==> src/verilog/nibble_alu_pkg.sv <==
// constants and operation codes for the nibble subtract / xor datapath
// assumes a decoder upstream that turns instruction words into an operation select
`default_nettype none
package nibble_alu_pkg;
  localparam int  NIBBLE_W     = 4;
  localparam int  MEM_ADDR_W   = 7;
  localparam int  WREG_SEL_W   = 4;
  localparam int  WREG_COUNT   = 16;
  localparam logic [3:0] ACCUM_RESET = 4'h0;
  localparam logic       FLAG_RESET = 1'b0;
  localparam logic [3:0] NIBBLE_ZERO = 4'h0;
  // every operation completes in one machine cycle
  localparam int  OP_CYCLES    = 1;

  typedef enum logic [2:0] {
    OP_NONE,
    OP_SUB_STORE_MEM,
    OP_SUB_STORE_WREG,
    OP_XOR_ACCUM_MEM,
    OP_XOR_ACCUM_WREG,
    OP_XOR_STORE_MEM,
    OP_XOR_STORE_WREG
  } alu_op_e;
endpackage
`default_nettype wire

==> src/verilog/nibble_alu_core.sv <==
// combinational nibble arithmetic: subtract with carry and exclusive-or
// assumes operands are already selected by the caller
`timescale 1ns/1ps
`default_nettype none
module nibble_alu_core
  import nibble_alu_pkg::*;
(
  input  wire logic [3:0] i_minuend,
  input  wire logic [3:0] i_subtrahend,
  input  wire logic       i_do_xor,
  output logic      [3:0] o_result,
  output logic            o_carry,
  output logic            o_zero
);
  logic [4:0] diff;

  always_comb begin
    // carry is 1 when no borrow occurs, the usual 4-bit core convention
    diff = {1'b0, i_minuend} + {1'b0, ~i_subtrahend} + 5'h01;
    if (i_do_xor) begin
      o_result = i_minuend ^ i_subtrahend;
    end else begin
      o_result = diff[3:0];
    end
    o_carry = diff[4];                    // RQ7
    o_zero  = (o_result == NIBBLE_ZERO);  // RQ7
  end
endmodule
`default_nettype wire

==> src/verilog/nibble_sub_xor_datapath.sv <==
// execution datapath for subtract-store-back and exclusive-or instructions
// assumes data memory is external with a one-cycle write strobe;
// working registers are held here as flip-flops
//
// Summary of operation
// RQ1: memory subtract: accumulator and memory take memory minus accumulator, both flags
// RQ2: register subtract: accumulator and register take register minus immediate, both flags
// RQ3: memory xor: accumulator takes memory xor accumulator, only zero flag changes
// RQ4: register xor: accumulator takes register xor immediate, only zero flag changes
// RQ5: memory xor store back: memory and accumulator take result, zero flag only
// RQ6: register xor store back: register and accumulator take result, zero flag only
// RQ7: zero flag set on all-zero result; carry is the subtract carry out
`timescale 1ns/1ps
`default_nettype none
module nibble_sub_xor_datapath
  import nibble_alu_pkg::*;
(
  input  wire logic                  i_clock,
  input  wire logic                  i_rst,
  input  wire alu_op_e               i_op,
  input  wire logic [MEM_ADDR_W-1:0] i_mem_addr,
  input  wire logic [3:0]            i_mem_rdata,
  input  wire logic [WREG_SEL_W-1:0] i_wreg_sel,
  input  wire logic [3:0]            i_immediate,
  output logic      [MEM_ADDR_W-1:0] o_mem_addr,
  output logic                       o_mem_we,
  output logic      [3:0]            o_mem_wdata,
  output logic      [3:0]            o_accumulator,
  output logic                       o_carry_flag,
  output logic                       o_zero_flag,
  output logic      [3:0]            o_wreg_data
);
  logic [3:0] accum_ff, nxt_accum;
  logic       carry_ff, nxt_carry;
  logic       zero_ff, nxt_zero;
  logic [3:0] wreg_ff [WREG_COUNT];
  logic [3:0] nxt_wreg [WREG_COUNT];
  logic       mem_we_ff, nxt_mem_we;
  logic [3:0] mem_wdata_ff, nxt_mem_wdata;
  logic [MEM_ADDR_W-1:0] mem_addr_ff, nxt_mem_addr;

  logic [3:0] opa, opb, res;
  logic       do_xor, res_carry, res_zero;

  function automatic logic op_uses_wreg(input alu_op_e op);
    return op == OP_SUB_STORE_WREG || op == OP_XOR_ACCUM_WREG || op == OP_XOR_STORE_WREG;
  endfunction

  always_comb begin
    opa    = op_uses_wreg(i_op) ? wreg_ff[i_wreg_sel] : i_mem_rdata;
    opb    = op_uses_wreg(i_op) ? i_immediate : accum_ff;
    do_xor = !(i_op == OP_SUB_STORE_MEM || i_op == OP_SUB_STORE_WREG);
  end

  nibble_alu_core i_nibble_alu_core (
    .i_minuend    (opa),
    .i_subtrahend (opb),
    .i_do_xor     (do_xor),
    .o_result     (res),
    .o_carry      (res_carry),
    .o_zero       (res_zero)
  );

  always_comb begin
    nxt_accum     = accum_ff;
    nxt_carry     = carry_ff;
    nxt_zero      = zero_ff;
    nxt_wreg      = wreg_ff;
    nxt_mem_we    = 1'b0;
    nxt_mem_wdata = mem_wdata_ff;
    nxt_mem_addr  = mem_addr_ff;
    case (i_op)
      OP_SUB_STORE_MEM: begin
        nxt_accum     = res;        // RQ1
        nxt_carry     = res_carry;  // RQ1
        nxt_zero      = res_zero;   // RQ1
        nxt_mem_we    = 1'b1;       // RQ1
        nxt_mem_wdata = res;
        nxt_mem_addr  = i_mem_addr;
      end
      OP_SUB_STORE_WREG: begin
        nxt_accum            = res;        // RQ2
        nxt_carry            = res_carry;  // RQ2
        nxt_zero             = res_zero;   // RQ2
        nxt_wreg[i_wreg_sel] = res;        // RQ2
      end
      OP_XOR_ACCUM_MEM: begin
        nxt_accum = res;       // RQ3
        nxt_zero  = res_zero;  // RQ3
      end
      OP_XOR_ACCUM_WREG: begin
        nxt_accum = res;       // RQ4
        nxt_zero = res_zero;  // RQ4
      end
      OP_XOR_STORE_MEM: begin
        nxt_accum     = res;       // RQ5
        nxt_zero      = res_zero;  // RQ5
        nxt_mem_we    = 1'b1;      // RQ5
        nxt_mem_wdata = res;
        nxt_mem_addr  = i_mem_addr;
      end
      OP_XOR_STORE_WREG: begin
        nxt_accum            = res;       // RQ6
        nxt_zero             = res_zero;  // RQ6
        nxt_wreg[i_wreg_sel] = res;       // RQ6
      end
      default: begin
        nxt_mem_we = 1'b0;
      end
    endcase
  end

  always_ff @(posedge i_clock or posedge i_rst) begin
    if (i_rst) begin
      accum_ff     <= ACCUM_RESET;
      carry_ff     <= FLAG_RESET;
      zero_ff      <= FLAG_RESET;
      mem_we_ff    <= 1'b0;
      mem_wdata_ff <= NIBBLE_ZERO;
      mem_addr_ff  <= '0;
    end else begin
      accum_ff     <= nxt_accum;
      carry_ff     <= nxt_carry;
      zero_ff      <= nxt_zero;
      mem_we_ff    <= nxt_mem_we;
      mem_wdata_ff <= nxt_mem_wdata;
      mem_addr_ff  <= nxt_mem_addr;
    end
  end

  genvar g;
  generate
    for (g = 0; g < WREG_COUNT; g++) begin : gen_wreg
      always_ff @(posedge i_clock or posedge i_rst) begin
        if (i_rst) begin
          wreg_ff[g] <= NIBBLE_ZERO;
        end else begin
          wreg_ff[g] <= nxt_wreg[g];
        end
      end
    end
  endgenerate

  always_comb begin
    o_accumulator = accum_ff;
    o_carry_flag  = carry_ff;
    o_zero_flag   = zero_ff;
    o_mem_we      = mem_we_ff;
    o_mem_wdata   = mem_wdata_ff;
    o_mem_addr    = mem_addr_ff;
    o_wreg_data   = wreg_ff[i_wreg_sel];
  end
endmodule
`default_nettype wire
==> config.mk <==
export PLATFORM = sky130hd
export DESIGN_NAME = nibble_sub_xor_datapath
export DESIGN_NICKNAME = d
export VERILOG_FILES = /design/src/verilog/nibble_alu_pkg.sv /design/src/verilog/nibble_alu_core.sv /design/src/verilog/nibble_sub_xor_datapath.sv
export SDC_FILE = /design/constraint.sdc
export NUM_CORES = 1
export LEC_CHECK = 0
export ABC_AREA = 1
export BUFFER_PORTS_ARGS = -buffer_cell sky130_fd_sc_hd__buf_4
export CORE_MARGIN = 5
export CORE_UTILIZATION = 40
export CTS_BUF_LIST = sky130_fd_sc_hd__clkbuf_16
export DETAILED_ROUTE_END_ITERATION = 12
export MAX_ROUTING_LAYER = met4
export PLACE_DENSITY_LB_ADDON = 0.25
export SETUP_SLACK_MARGIN = 0.4
export SLEW_MARGIN = 40
export SYNTH_ARGS = -nofsm -noshare
export SYNTH_HDL_FRONTEND = slang
export SYNTH_SLANG_ARGS = --single-unit
==> constraint.sdc <==
create_clock -name i_clock -period 2.7 [get_ports i_clock]
set_clock_uncertainty 0.1 [all_clocks]
set_input_delay 0.135 -clock i_clock [delete_from_list [all_inputs] [get_ports i_clock]]
set_output_delay 0.135 -clock i_clock [all_outputs]
set_load 0.1 [all_outputs]
Word-level counts from Yosys, hierarchy flattened

Index checks and enable logic that the tools add are counted.

Logic and storage cells: 54
Output and inout port bits: 22
Bits in registers: 82
Bits of input ports: 24

Reductions and logical operators: 9
Equality and inequality tests: 6
Bitwise gates (word level): 3
$add $sub $neg: 2
Muxes and demuxes: 10
Magnitude comparators: 2

Operators by type and width:

| cell                                                | count |
|---|---|
| bitwise mux 64 bit                                  | 1 |
| two-way mux 4 bit                                   | 6 |
| binary-select mux 4 bit (select 4 bit)              | 1 |
| demux 4 bit (select 4 bit)                          | 1 |
| == test 3 bit (second input constant)               | 3 |
| == test 3 x 2 -> 1 bit (second input constant)      | 2 |
| OR reduction 2 bit                                  | 3 |
| OR reduction 6 bit                                  | 1 |
| adder 4 x 4 -> 5 bit                                | 1 |
| adder 5 x 1 -> 5 bit (second input constant)        | 1 |
| >= comparator 5 bit (second input constant)         | 1 |
| < comparator 5 x 1 -> 1 bit (second input constant) | 1 |
| NOT 4 -> 5 bit                                      | 1 |
| zero test 4 bit                                     | 1 |
| NOT 4 bit                                           | 1 |
| XOR 4 bit                                           | 1 |
| == test 3 x 1 -> 1 bit (second input constant)      | 1 |
| logical OR 1 bit                                    | 3 |
| logical AND 1 bit                                   | 1 |
| two-way mux 1 bit                                   | 1 |

Depth between registers and ports, before layout

Gate-level depths: netlist of run 1.

Word-level depth: 9
Depth in mapped cells: 21
Mapped depth without buffers: 20

Modules after synthesis

Synthesis of run 1 repeated with hierarchy kept, for this count alone.

Cells, all modules: 543
Area total of the unflattened synthesis: 4083.9 um^2

Modules (own cells, without submodules):

| module                  | cells an instance | area each (um^2) | seq. area each (um^2) | times used |
|---|---|---|---|---|
| nibble_sub_xor_datapath | 507               | 3876.2           | 2052.0                | 1 |
| nibble_alu_core         | 36                | 207.7            | 0.0                   | 1 |

Least setup slack after synthesis of run 1

No wires, ideal clock.

Path kind: reg2reg
From: register accum_ff[0], in the netlist o_accumulator[0]
To: register wreg_ff[18] in the netlist's numbering
Cell stages (with the launch flop): 13
Setup time: 0.119 ns
Buffers on the path: 1
Period minus slack after synthesis: 2.720 ns
Slack: -0.020 ns
Data required time: 2.481 ns
Data arrival time: 2.501 ns
Cells stage by stage: dfrtp_1 inv_1 o21ai_0 ha_1 inv_1 fa_1 inv_1 nor2_1 o21ai_2 nand2_2 buf_4 nor2_1 nor2_1

Cells in the longest elaborated chain, start to end: 6

Ends and longest elaborated chain:

| item                            | RTL line                                                      | RTL |
|---|---|---|
| from (decl)                     | nibble_sub_xor_datapath.sv:33                                 | `logic [3:0] accum_ff, nxt_accum;` |
| from (signal assigned)          | nibble_sub_xor_datapath.sv:122                                | `accum_ff <= nxt_accum;` |
| two-way mux 4 bit               | nibble_sub_xor_datapath.sv:51                                 | `opb = op_uses_wreg(i_op) ? i_immediate : accum_ff;` |
| NOT 4 bit                       | nibble_alu_core.sv:19                                         | `diff = {1'b0, i_minuend} + {1'b0, ~i_subtrahend} + 5'h01;` |
| adder 4 x 4 -> 5 bit            | nibble_alu_core.sv:19                                         |  |
| adder 5 x 1 -> 5 bit            | nibble_alu_core.sv:19                                         |  |
| two-way mux 4 bit               | nibble_alu_core.sv:20                                         | `if (i_do_xor) begin` |
| bitwise mux 64 bit              | nibble_sub_xor_datapath.sv:85, nibble_sub_xor_datapath.sv:105 |  |
| to (signal, indexed assignment) | nibble_sub_xor_datapath.sv:138                                | `wreg_ff[g] <= nxt_wreg[g];` |
| to (decl)                       | nibble_sub_xor_datapath.sv:36                                 | `logic [3:0] wreg_ff [WREG_COUNT];` |

Every way passes these cells.
A chain may end at the register's enable or synchronous reset.

Worst setup path in the final report of run 1

From: register wreg_ff[24] in the netlist's numbering
To: register zero_ff, in the netlist o_zero_flag

Cells in the longest elaborated chain, start to end: 8
Elaborated cells on any way between the ends: 9
Classes of those cells: 2 x add/sub; 5 x mux; 1 x bitwise; 1 x reduce/logical

Ends and longest elaborated chain:

| item                                                   | RTL line                       | RTL |
|---|---|---|
| binary-select mux 4 bit (select 4 bit) *               | nibble_sub_xor_datapath.sv:50  | `opa = op_uses_wreg(i_op) ? wreg_ff[i_wreg_sel] : i_mem_rdata;` |
| two-way mux 4 bit (not written as such) * (2 in a row) | nibble_sub_xor_datapath.sv:50  |  |
| two-way mux 4 bit *                                    | nibble_sub_xor_datapath.sv:50  |  |
| adder 4 x 4 -> 5 bit                                   | nibble_alu_core.sv:19          |  |
| adder 5 x 1 -> 5 bit                                   | nibble_alu_core.sv:19          |  |
| two-way mux 4 bit *                                    | nibble_alu_core.sv:20          |  |
| zero test 4 bit *                                      | nibble_alu_core.sv:26          | `o_zero = (o_result == NIBBLE_ZERO);` |
| to (signal assigned)                                   | nibble_sub_xor_datapath.sv:124 | `zero_ff <= nxt_zero;` |
| to (decl)                                              | nibble_sub_xor_datapath.sv:35  | `logic zero_ff, nxt_zero;` |

Mark *: on every way between the ends. The rest lies on a longest branch, timed or not. The select of a mux whose other input is x is not followed.

==> results.sh, run 1 <==
export IMPL_yosysTopAreaCellShare=0.4958
export IMPL_max_slew_margin_rel=0.7051
export IMPL_period_share=0.9027
export IMPL_pin_count=46
export IMPL_first_global_vias=3794
export IMPL_grt_max_degree=83
export IMPL_ys_seq_elements=82
export IMPL_chipWidth_microns=111.7
export IMPL_power_density_nw_per_um2=921.0
export IMPL_drc_errors=0
export IMPL_cp_common_cell="nand2_1"
export IMPL_p_leak_nw=2.794
export IMPL_first_pass_iters=5
export IMPL_viasPerCell=4.863
export IMPL_antenna_found_initial=0
export IMPL_cts_made_buffers=9
export IMPL_initialDrtViolationCount=276
export IMPL_drt_total_wl_microns=11260
export IMPL_fmax_ghz=0.4103
export IMPL_drtAntennaViolNets=0
export IMPL_cap_violations=0
export IMPL_peakVddDrop_uv=378.9
export IMPL_post_route_min_period_ns=2.437
export IMPL_synthFlopType="dfrtp_1"
export IMPL_outcome="complete, no violations"
export IMPL_path_clk_slew_ns=0.07
export IMPL_clkSinkCount=82
export IMPL_drv_slew=0
export IMPL_pre_cts_ws_ns=0.1045
export IMPL_worstMarginPinSlew_ns=0.4423
export IMPL_nets=663
export IMPL_required_ns=2.87
export IMPL_avgSynthCellArea_sq_um=7.365
export IMPL_async_flop_share=1.000
export IMPL_finalHoldViolCount=0
export IMPL_crit_chain="nand2_1 > nand2_1 > nand2_1 > nand3_1 > nand2_1 > nand2_1 > nor2_2 > nand2_1 > nand2_1 > ha_2 > inv_2 > fa_2 > inv_2 > nor2_2 > o21ai_2 > buf_6 > nand3_2 > nor2_1 > nand2_1 > nand2_1"
export IMPL_place_congestion=0.9164
export IMPL_start_kind="flop"
export IMPL_syn_cell_area_sq_um=4139
export IMPL_tritoncts="done"
export IMPL_arrival_ns=2.61
export IMPL_die_h_microns=111.7
export IMPL_clockRootBuffer="clkbuf_16"
export IMPL_yosys_area_top_type="dfrtp_1"
export IMPL_gr_usage_all_layers=0.1855
export IMPL_min_path_type="input pin to flop"
export IMPL_clock_latency_ns=0.34
export IMPL_synth_edf_count=0
export IMPL_setup_viol=0
export IMPL_syn2layout_area_growth_pct=30.08
export IMPL_critPathCaptureType="flop"
export IMPL_syn_num_nets=591
export IMPL_crit_fanout=3
export IMPL_rsz0062_at_grt="true"
export IMPL_htree_num_levels=3
export IMPL_layout_setup_ws_ns=0.2626
export IMPL_criticalPathCategory="flop to flop"
export IMPL_grt_pass1_wl_microns=18370
export IMPL_ys_types=27
export IMPL_grt_overflow_total=0
export IMPL_placed_cell_area_sq_um=4762
export IMPL_clk_path_buf_depth=2
export IMPL_synth_area_top_cells="dfrtp_1 (50%), nand2_1 (25%), o21ai_0 (5.7%)"
export IMPL_syn_inst=562
export IMPL_yosysSeqAreaShare=0.4958
export IMPL_n_antenna_cell=0
export IMPL_tns_ns=0
export IMPL_slowest_delay_ns=0.40
export IMPL_drive_gt1_frac=0.2160
export IMPL_critical_path_slowest_cell="dfrtp_1"
export IMPL_final_area_sq_um=5384
export IMPL_num_rows=37
export IMPL_coreArea_sq_um=10230
export IMPL_yosys_warnings=0
export IMPL_via_count=3769
export IMPL_dpl_hpwl_microns=7547
export IMPL_initial_core_util=0.4045
export IMPL_die_area_sq_um=12480
export IMPL_port_buffers=45
export IMPL_routedWlPerCell_microns=14.53
==> stage by stage <==
step                total power, mW  cells  hold slack, ns  utilization
floorplan                     3.023    562          0.1526            -
CTS                           4.806    770         0.08086       0.5129
global route                  5.249    775         0.08881       0.5262
detailed placement            3.550    742          0.1990       0.4655
finish                        4.959    775         0.08821       0.5262
global placement              3.521    742          0.1943       0.4655
==> Yosys cell counts (2+ instances only) <==
| cell | count |
|---|---|
| nand2_1 | 279 |
| dfrtp_1 | 82 |
| o21ai_0 | 47 |
| inv_1 | 40 |
| nor2_1 | 28 |
| o21ai_1 | 19 |
| nand3_1 | 10 |
| buf_2 | 8 |
| a31oi_1 | 5 |
| clkbuf_1 | 5 |
| a21oi_1 | 4 |
| ha_1 | 4 |
| inv_2 | 4 |
| nand4_1 | 4 |
| nor2_2 | 4 |
| buf_4 | 3 |
| mux2i_1 | 3 |
| nand2_2 | 3 |
| o21ai_2 | 2 |
==> logic make-up after synthesis <==
logic type                 count (synthesis)  share of synthesized area
and+or+nand+nor                          332                     0.3177
muxes                                      3                   0.007255
DFF                                       82                     0.4958
adders and majority gates                  5                    0.01693
AOI/OAI and AO/OA                         79                     0.1001
buffers and inverters                     61                    0.06227
==> cells in the final DEF, fill, tap and decap left out <==
| cell type | netlist | final |
|---|---|---|
| a31oi_4 | 0 | 1 |
| or2_2 | 1 | 1 |
| nand2_2 | 3 | 3 |
| a21oi_1 | 4 | 4 |
| o21bai_1 | 1 | 1 |
| buf_12 | 0 | 5 |
| nor2_4 | 1 | 1 |
| clkinvlp_4 | 0 | 3 |
| inv_1 | 40 | 37 |
| buf_6 | 1 | 5 |
| nor2_1 | 28 | 26 |
| ha_1 | 4 | 3 |
| inv_4 | 0 | 2 |
| dfrtp_2 | 0 | 2 |
| a31oi_1 | 5 | 4 |
| nor2_2 | 4 | 6 |
| inv_6 | 0 | 2 |
| mux2i_1 | 3 | 3 |
| o21ai_1 | 19 | 19 |
| nand3_1 | 10 | 8 |
| dfrtp_4 | 0 | 1 |
| nand2_4 | 0 | 5 |
| ha_2 | 0 | 1 |
| nand4_1 | 4 | 4 |
| clkinv_4 | 0 | 2 |
| clkbuf_16 | 0 | 11 |
| nor3_4 | 1 | 1 |
| nand3_4 | 0 | 1 |
| nand2_1 | 279 | 274 |
| o21ai_2 | 2 | 18 |
| buf_4 | 3 | 58 |
| dlygate4sd3_1 | 0 | 8 |
| inv_2 | 4 | 5 |
| dfrtp_1 | 82 | 79 |
| o21a_1 | 1 | 1 |
| fa_2 | 0 | 1 |
| o21ai_0 | 47 | 30 |
| nand3_2 | 1 | 2 |
| o21ai_4 | 0 | 1 |
==> worst max-delay path, delay by kind of cell, from the launching register on <==
family	cells	cell delay, ns
flops	1	0.40
buf+inv	3	0.26
compound gates	1	0.21
fa+ha+maj	2	0.52
simple gates	14	0.89
==> path summary, 6_finish.rpt <==
kind / slack [ns] / to / depth (start not counted) / startpoint
max in group asynchronous: 1.75 / o_accumulator[0] / 4 / i_rst
worst min register to register: 0.37 / o_mem_addr[5] / 2 / o_mem_addr[5]
worst max-delay path: 0.26 / o_zero_flag / 20 / wreg_ff[24]
worst max register to register: 0.26 / o_zero_flag / 20 / wreg_ff[24]
min in group asynchronous: 0.37 / o_mem_addr[4] / 4 / i_rst
worst min-delay path: 0.09 / o_mem_we / 3 / i_op[1]
==> report_power, final <==
group	switching (mW)	internal, mW
Sequential	0.208	1.58
Combinational	1.35	0.674
Clock	0.516	0.629
Total	2.08	2.88
==> cell type report <==
class / instances / area (sq um)
Timing Repair Buffer: 78 / 721.9
Clock buffer: 9 / 225.2
Sequential cell: 82 / 2058
Inverter: 44 / 173.9
Fill cell: 957 / 4847
Clock inverter: 7 / 53.80
Multi-Input combinational cell: 419 / 1981
Tap cell: 136 / 170.2
==> metal layers <==
layer / track usage / up-vias / wire [microns]
met5: - / - / 0
met4: 0.06732 / 0 / 211
met1: 0.2320 / 1782 / 4990
met2: 0.3050 / 61 / 5723
met3: 0.02880 / 16 / 338
li1: - / 1910 / -
==> registers in the layout (all words and copies together), names as in the netlist <==
signal,cells
o_mem_wdata,4
o_accumulator,4
o_mem_addr,7
wreg_ff,64
o_mem_we,1
o_zero_flag,1
o_carry_flag,1
==> what timing repair did <==
| item | CTS | global route |
|---|---|---|
| cloned | 0 | 3 |
| endpoints found under the hold margin | 89 | 0 |
| pin swaps | 3 | 2 |
| setup buffers | 4 | 2 |
| setup endpoints to repair | 54 | 55 |
| hold buffers | 8 | 0 |
| gates resized for setup | 33 | 23 |
Note: power is estimated with default switching activity, not from simulation.
==> inputs of run 2 (changes only) <==
--- a/config.mk
+++ b/config.mk
@@ -18,3 +18,4 @@
 export SYNTH_ARGS = -nofsm -noshare
 export SYNTH_HDL_FRONTEND = slang
 export SYNTH_SLANG_ARGS = --single-unit
+export TNS_END_PERCENT = 30
==> constraint.sdc (replaced) <==
create_clock -name i_clock -period 2.7 [get_ports i_clock]
set_clock_uncertainty 0.1 [all_clocks]
set_input_delay 0.54 -clock i_clock [delete_from_list [all_inputs] [get_ports i_clock]]
set_output_delay 0.54 -clock i_clock [all_outputs]
set_load 0.1 [all_outputs]
==> run 2 against run 1 <==
  * Sequential share of layout area fell by 3.2 points
  * Cell count rose by 4.3%
  * Hold slack improved by 0.090 ns
  * Sequential power barely moved
  * Design area rose by 8.7%
  * Global-route usage rose by 0.79 points
  * Clock-buffer cell count did not move
  * Setup slack got worse by 0.18 ns
  * Highest routed layer unchanged
  * Via count rose by 6.0%
  * Routed wire length rose by 7.8%
  * Core utilization rose by 4.6 points
==> results.sh, run 2 (synthesis gave the netlist of run 1 again) <==
export IMPL_outcome="complete, no violations"
export IMPL_min_path_type="input pin to async pin"
export IMPL_met3_wirelength_microns=543
export IMPL_antenna_found_initial=0
export IMPL_dr_wl_met2_microns=6340
export IMPL_period_share=0.9703
export IMPL_port_buffers=45
export IMPL_finalHoldViolCount=0
export IMPL_first_pass_iters=6
export IMPL_die_h_microns=111.7
export IMPL_required_ns=2.83
export IMPL_fmax_ghz=0.3817
export IMPL_nets=696
export IMPL_r2r_end="wreg_ff[34]"
export IMPL_syn2layout_area_growth_pct=41.38
export IMPL_cts_made_buffers=9
export IMPL_place_congestion=0.8779
export IMPL_n_antenna_cell=0
export IMPL_viasPerCell=4.943
export IMPL_crit_chain="buf_12 > buf_12 > buf_4 > nand2_1 > nand2_1 > nand2_1 > nand2_1 > nand2_2 > nand2_1 > o21ai_2 > nand2_2 > fa_2 > inv_2 > nor2_2 > o21ai_2 > buf_6 > nand2_2 > nor2_1 > nor2_1"
export IMPL_finalPower_mw=5.082
export IMPL_cap_violations=0
export IMPL_clock_power_share=0.225
export IMPL_grt_max_degree=35
export IMPL_power_density_nw_per_um2=868.4
export IMPL_route_layer_met1_wl_microns=5112
export IMPL_initialDrtViolationCount=356
export IMPL_rsz0062_at_grt="true"
export IMPL_drtAntennaViolNets=0
export IMPL_clkSinkCount=82
export IMPL_p_seq_frac=0.351
export IMPL_r2r_start="wreg_ff[0]"
export IMPL_worstMarginPinSlew_ns=0.6263
export IMPL_slowest_delay_ns=0.43
export IMPL_layout_cells_most_common_list="nand2_1 (250), buf_4 (89), dfrtp_1 (82), inv_1 (36), nand2_2 (26)"
export IMPL_layout_cells_non_filler=808
export IMPL_initial_core_util=0.4045
export IMPL_setup_viol=0
export IMPL_criticalPathCategory="input pin to flop"
export IMPL_coreArea_sq_um=10230
export IMPL_p_sw_mw=2.134
export IMPL_post_route_min_period_ns=2.620
export IMPL_via_count=3994
export IMPL_drv_slew=0
export IMPL_path_buf_inv=5
export IMPL_tritoncts="done"
export IMPL_cp_top_family="simple AND/OR/NAND/NOR gates"
export IMPL_num_rows=37
export IMPL_dr_max_layer_used="met4"
export IMPL_gr_usage_all_layers=0.1934
export IMPL_rr_worst_depth=19
export IMPL_peakVddDrop_uv=373.9
export IMPL_dp_cells=774
export IMPL_clock_latency_ns=0.34
export IMPL_routedWlPerCell_microns=15.02
export IMPL_final_common_cell="nand2_1"
export IMPL_die_area_sq_um=12480
export IMPL_critical_path_slowest_cell="fa_2"
export IMPL_crit_fanout=8
export IMPL_pin_count=46
export IMPL_drive_gt1_frac=0.3199
export IMPL_htree_num_levels=3
export IMPL_grt_overflow_total=0
export IMPL_grt_pass1_wl_microns=18940
export IMPL_cp_common_cell="nand2_1"
export IMPL_r2r_slack_ns=0.14
export IMPL_drt_total_wl_microns=12140
export IMPL_chipWidth_microns=111.7
export IMPL_tns_ns=0
export IMPL_max_slew_margin_rel=0.5816
export IMPL_switching_share=0.4199
export IMPL_power_internal_mw=2.948
export IMPL_start_kind="input pin"
export IMPL_largest_register="wreg_ff"
export IMPL_comb_power_share=0.424
export IMPL_first_global_vias=3892
export IMPL_p_leak_nw=3.016
export IMPL_clockRootBuffer="clkbuf_16"
export IMPL_drc_errors=0
export IMPL_critPathCaptureType="flop"
export IMPL_fin_hold_ws_ns=0.1785
export IMPL_clk_path_buf_depth=2
export IMPL_arrival_ns=2.75
export IMPL_dpl_hpwl_microns=8127
export IMPL_path_clk_slew_ns=0.06
export IMPL_final_core_util=0.5720
export IMPL_largest_register_ffs=64
run 2: cell types whose count changed in the layout (fill, tap and decap cells not counted), sizes merged:
cell / before / now
buf: 68 / 108
dlygate4sd3: 8 / 0
clkbuf: 11 / 10
clkinvlp: 3 / 4
nand2: 282 / 283
run 2: stage by stage:
step | worst slack (ns) | area, sq um
floorplan | -0.05115 | 4200
global placement | -0.2290 | 4996
detailed placement | -0.2993 | 4996
CTS | 0.1766 | 5418
global route | -0.04370 | 5852
finish | 0.08022 | 5852
run 2: per-layer routing:
| layer | vias up | GRT usage |
|---|---|---|
| met3 | 18 | 0.03207 |
| met2 | 100 | 0.3225 |
| met4 | 0 | 0.05515 |
| met5 | - | - |
| met1 | 1905 | 0.2431 |
| li1 | 1971 | - |
run 2: what timing repair did:
item,4_1_cts,5_1_grt
resized for setup,20,110
cloned,2,2
endpoints found under the setup margin,62,66
pin swaps,6,37
setup buffers,7,7
hold buffers,0,0
run 2: worst max-delay path by stage:
stage / cells after the start / startpoint / slack [ns] / to
global route: 20 / i_wreg_sel[0] / -0.04 / wreg_ff[6]
floorplan: 21 / i_wreg_sel[0] / -0.05 / wreg_ff[18]
CTS: 20 / i_wreg_sel[0] / 0.18 / wreg_ff[2]
detailed placement: 20 / i_wreg_sel[0] / -0.30 / wreg_ff[18]
global placement: 20 / i_wreg_sel[0] / -0.23 / wreg_ff[2]
finish: 19 / i_wreg_sel[0] / 0.08 / wreg_ff[34]
run 2: layout make-up:
type / instances / area, sq um
sequential: 82 / 2052
clock buffer: 9 / 225.2
timing repair inverter: 1 / 6.256
fill: 916 / 4379
multi-input combinational: 420 / 2156
clock inverter: 7 / 52.55
tap: 136 / 170.2
inverter: 44 / 181.4
timing repair buffer: 109 / 1008
run 2: power groups by stage:
stage / Sequential [mW] / Clock [mW] / Combinational [mW]
finish: 1.78 / 1.14 / 2.16
global route: 1.82 / 1.22 / 2.32
CTS: 1.77 / 1.16 / 1.89
detailed placement: 1.79 / 0 / 1.84
global placement: 1.78 / 0 / 1.81
floorplan: 2.16 / 0 / 0.858
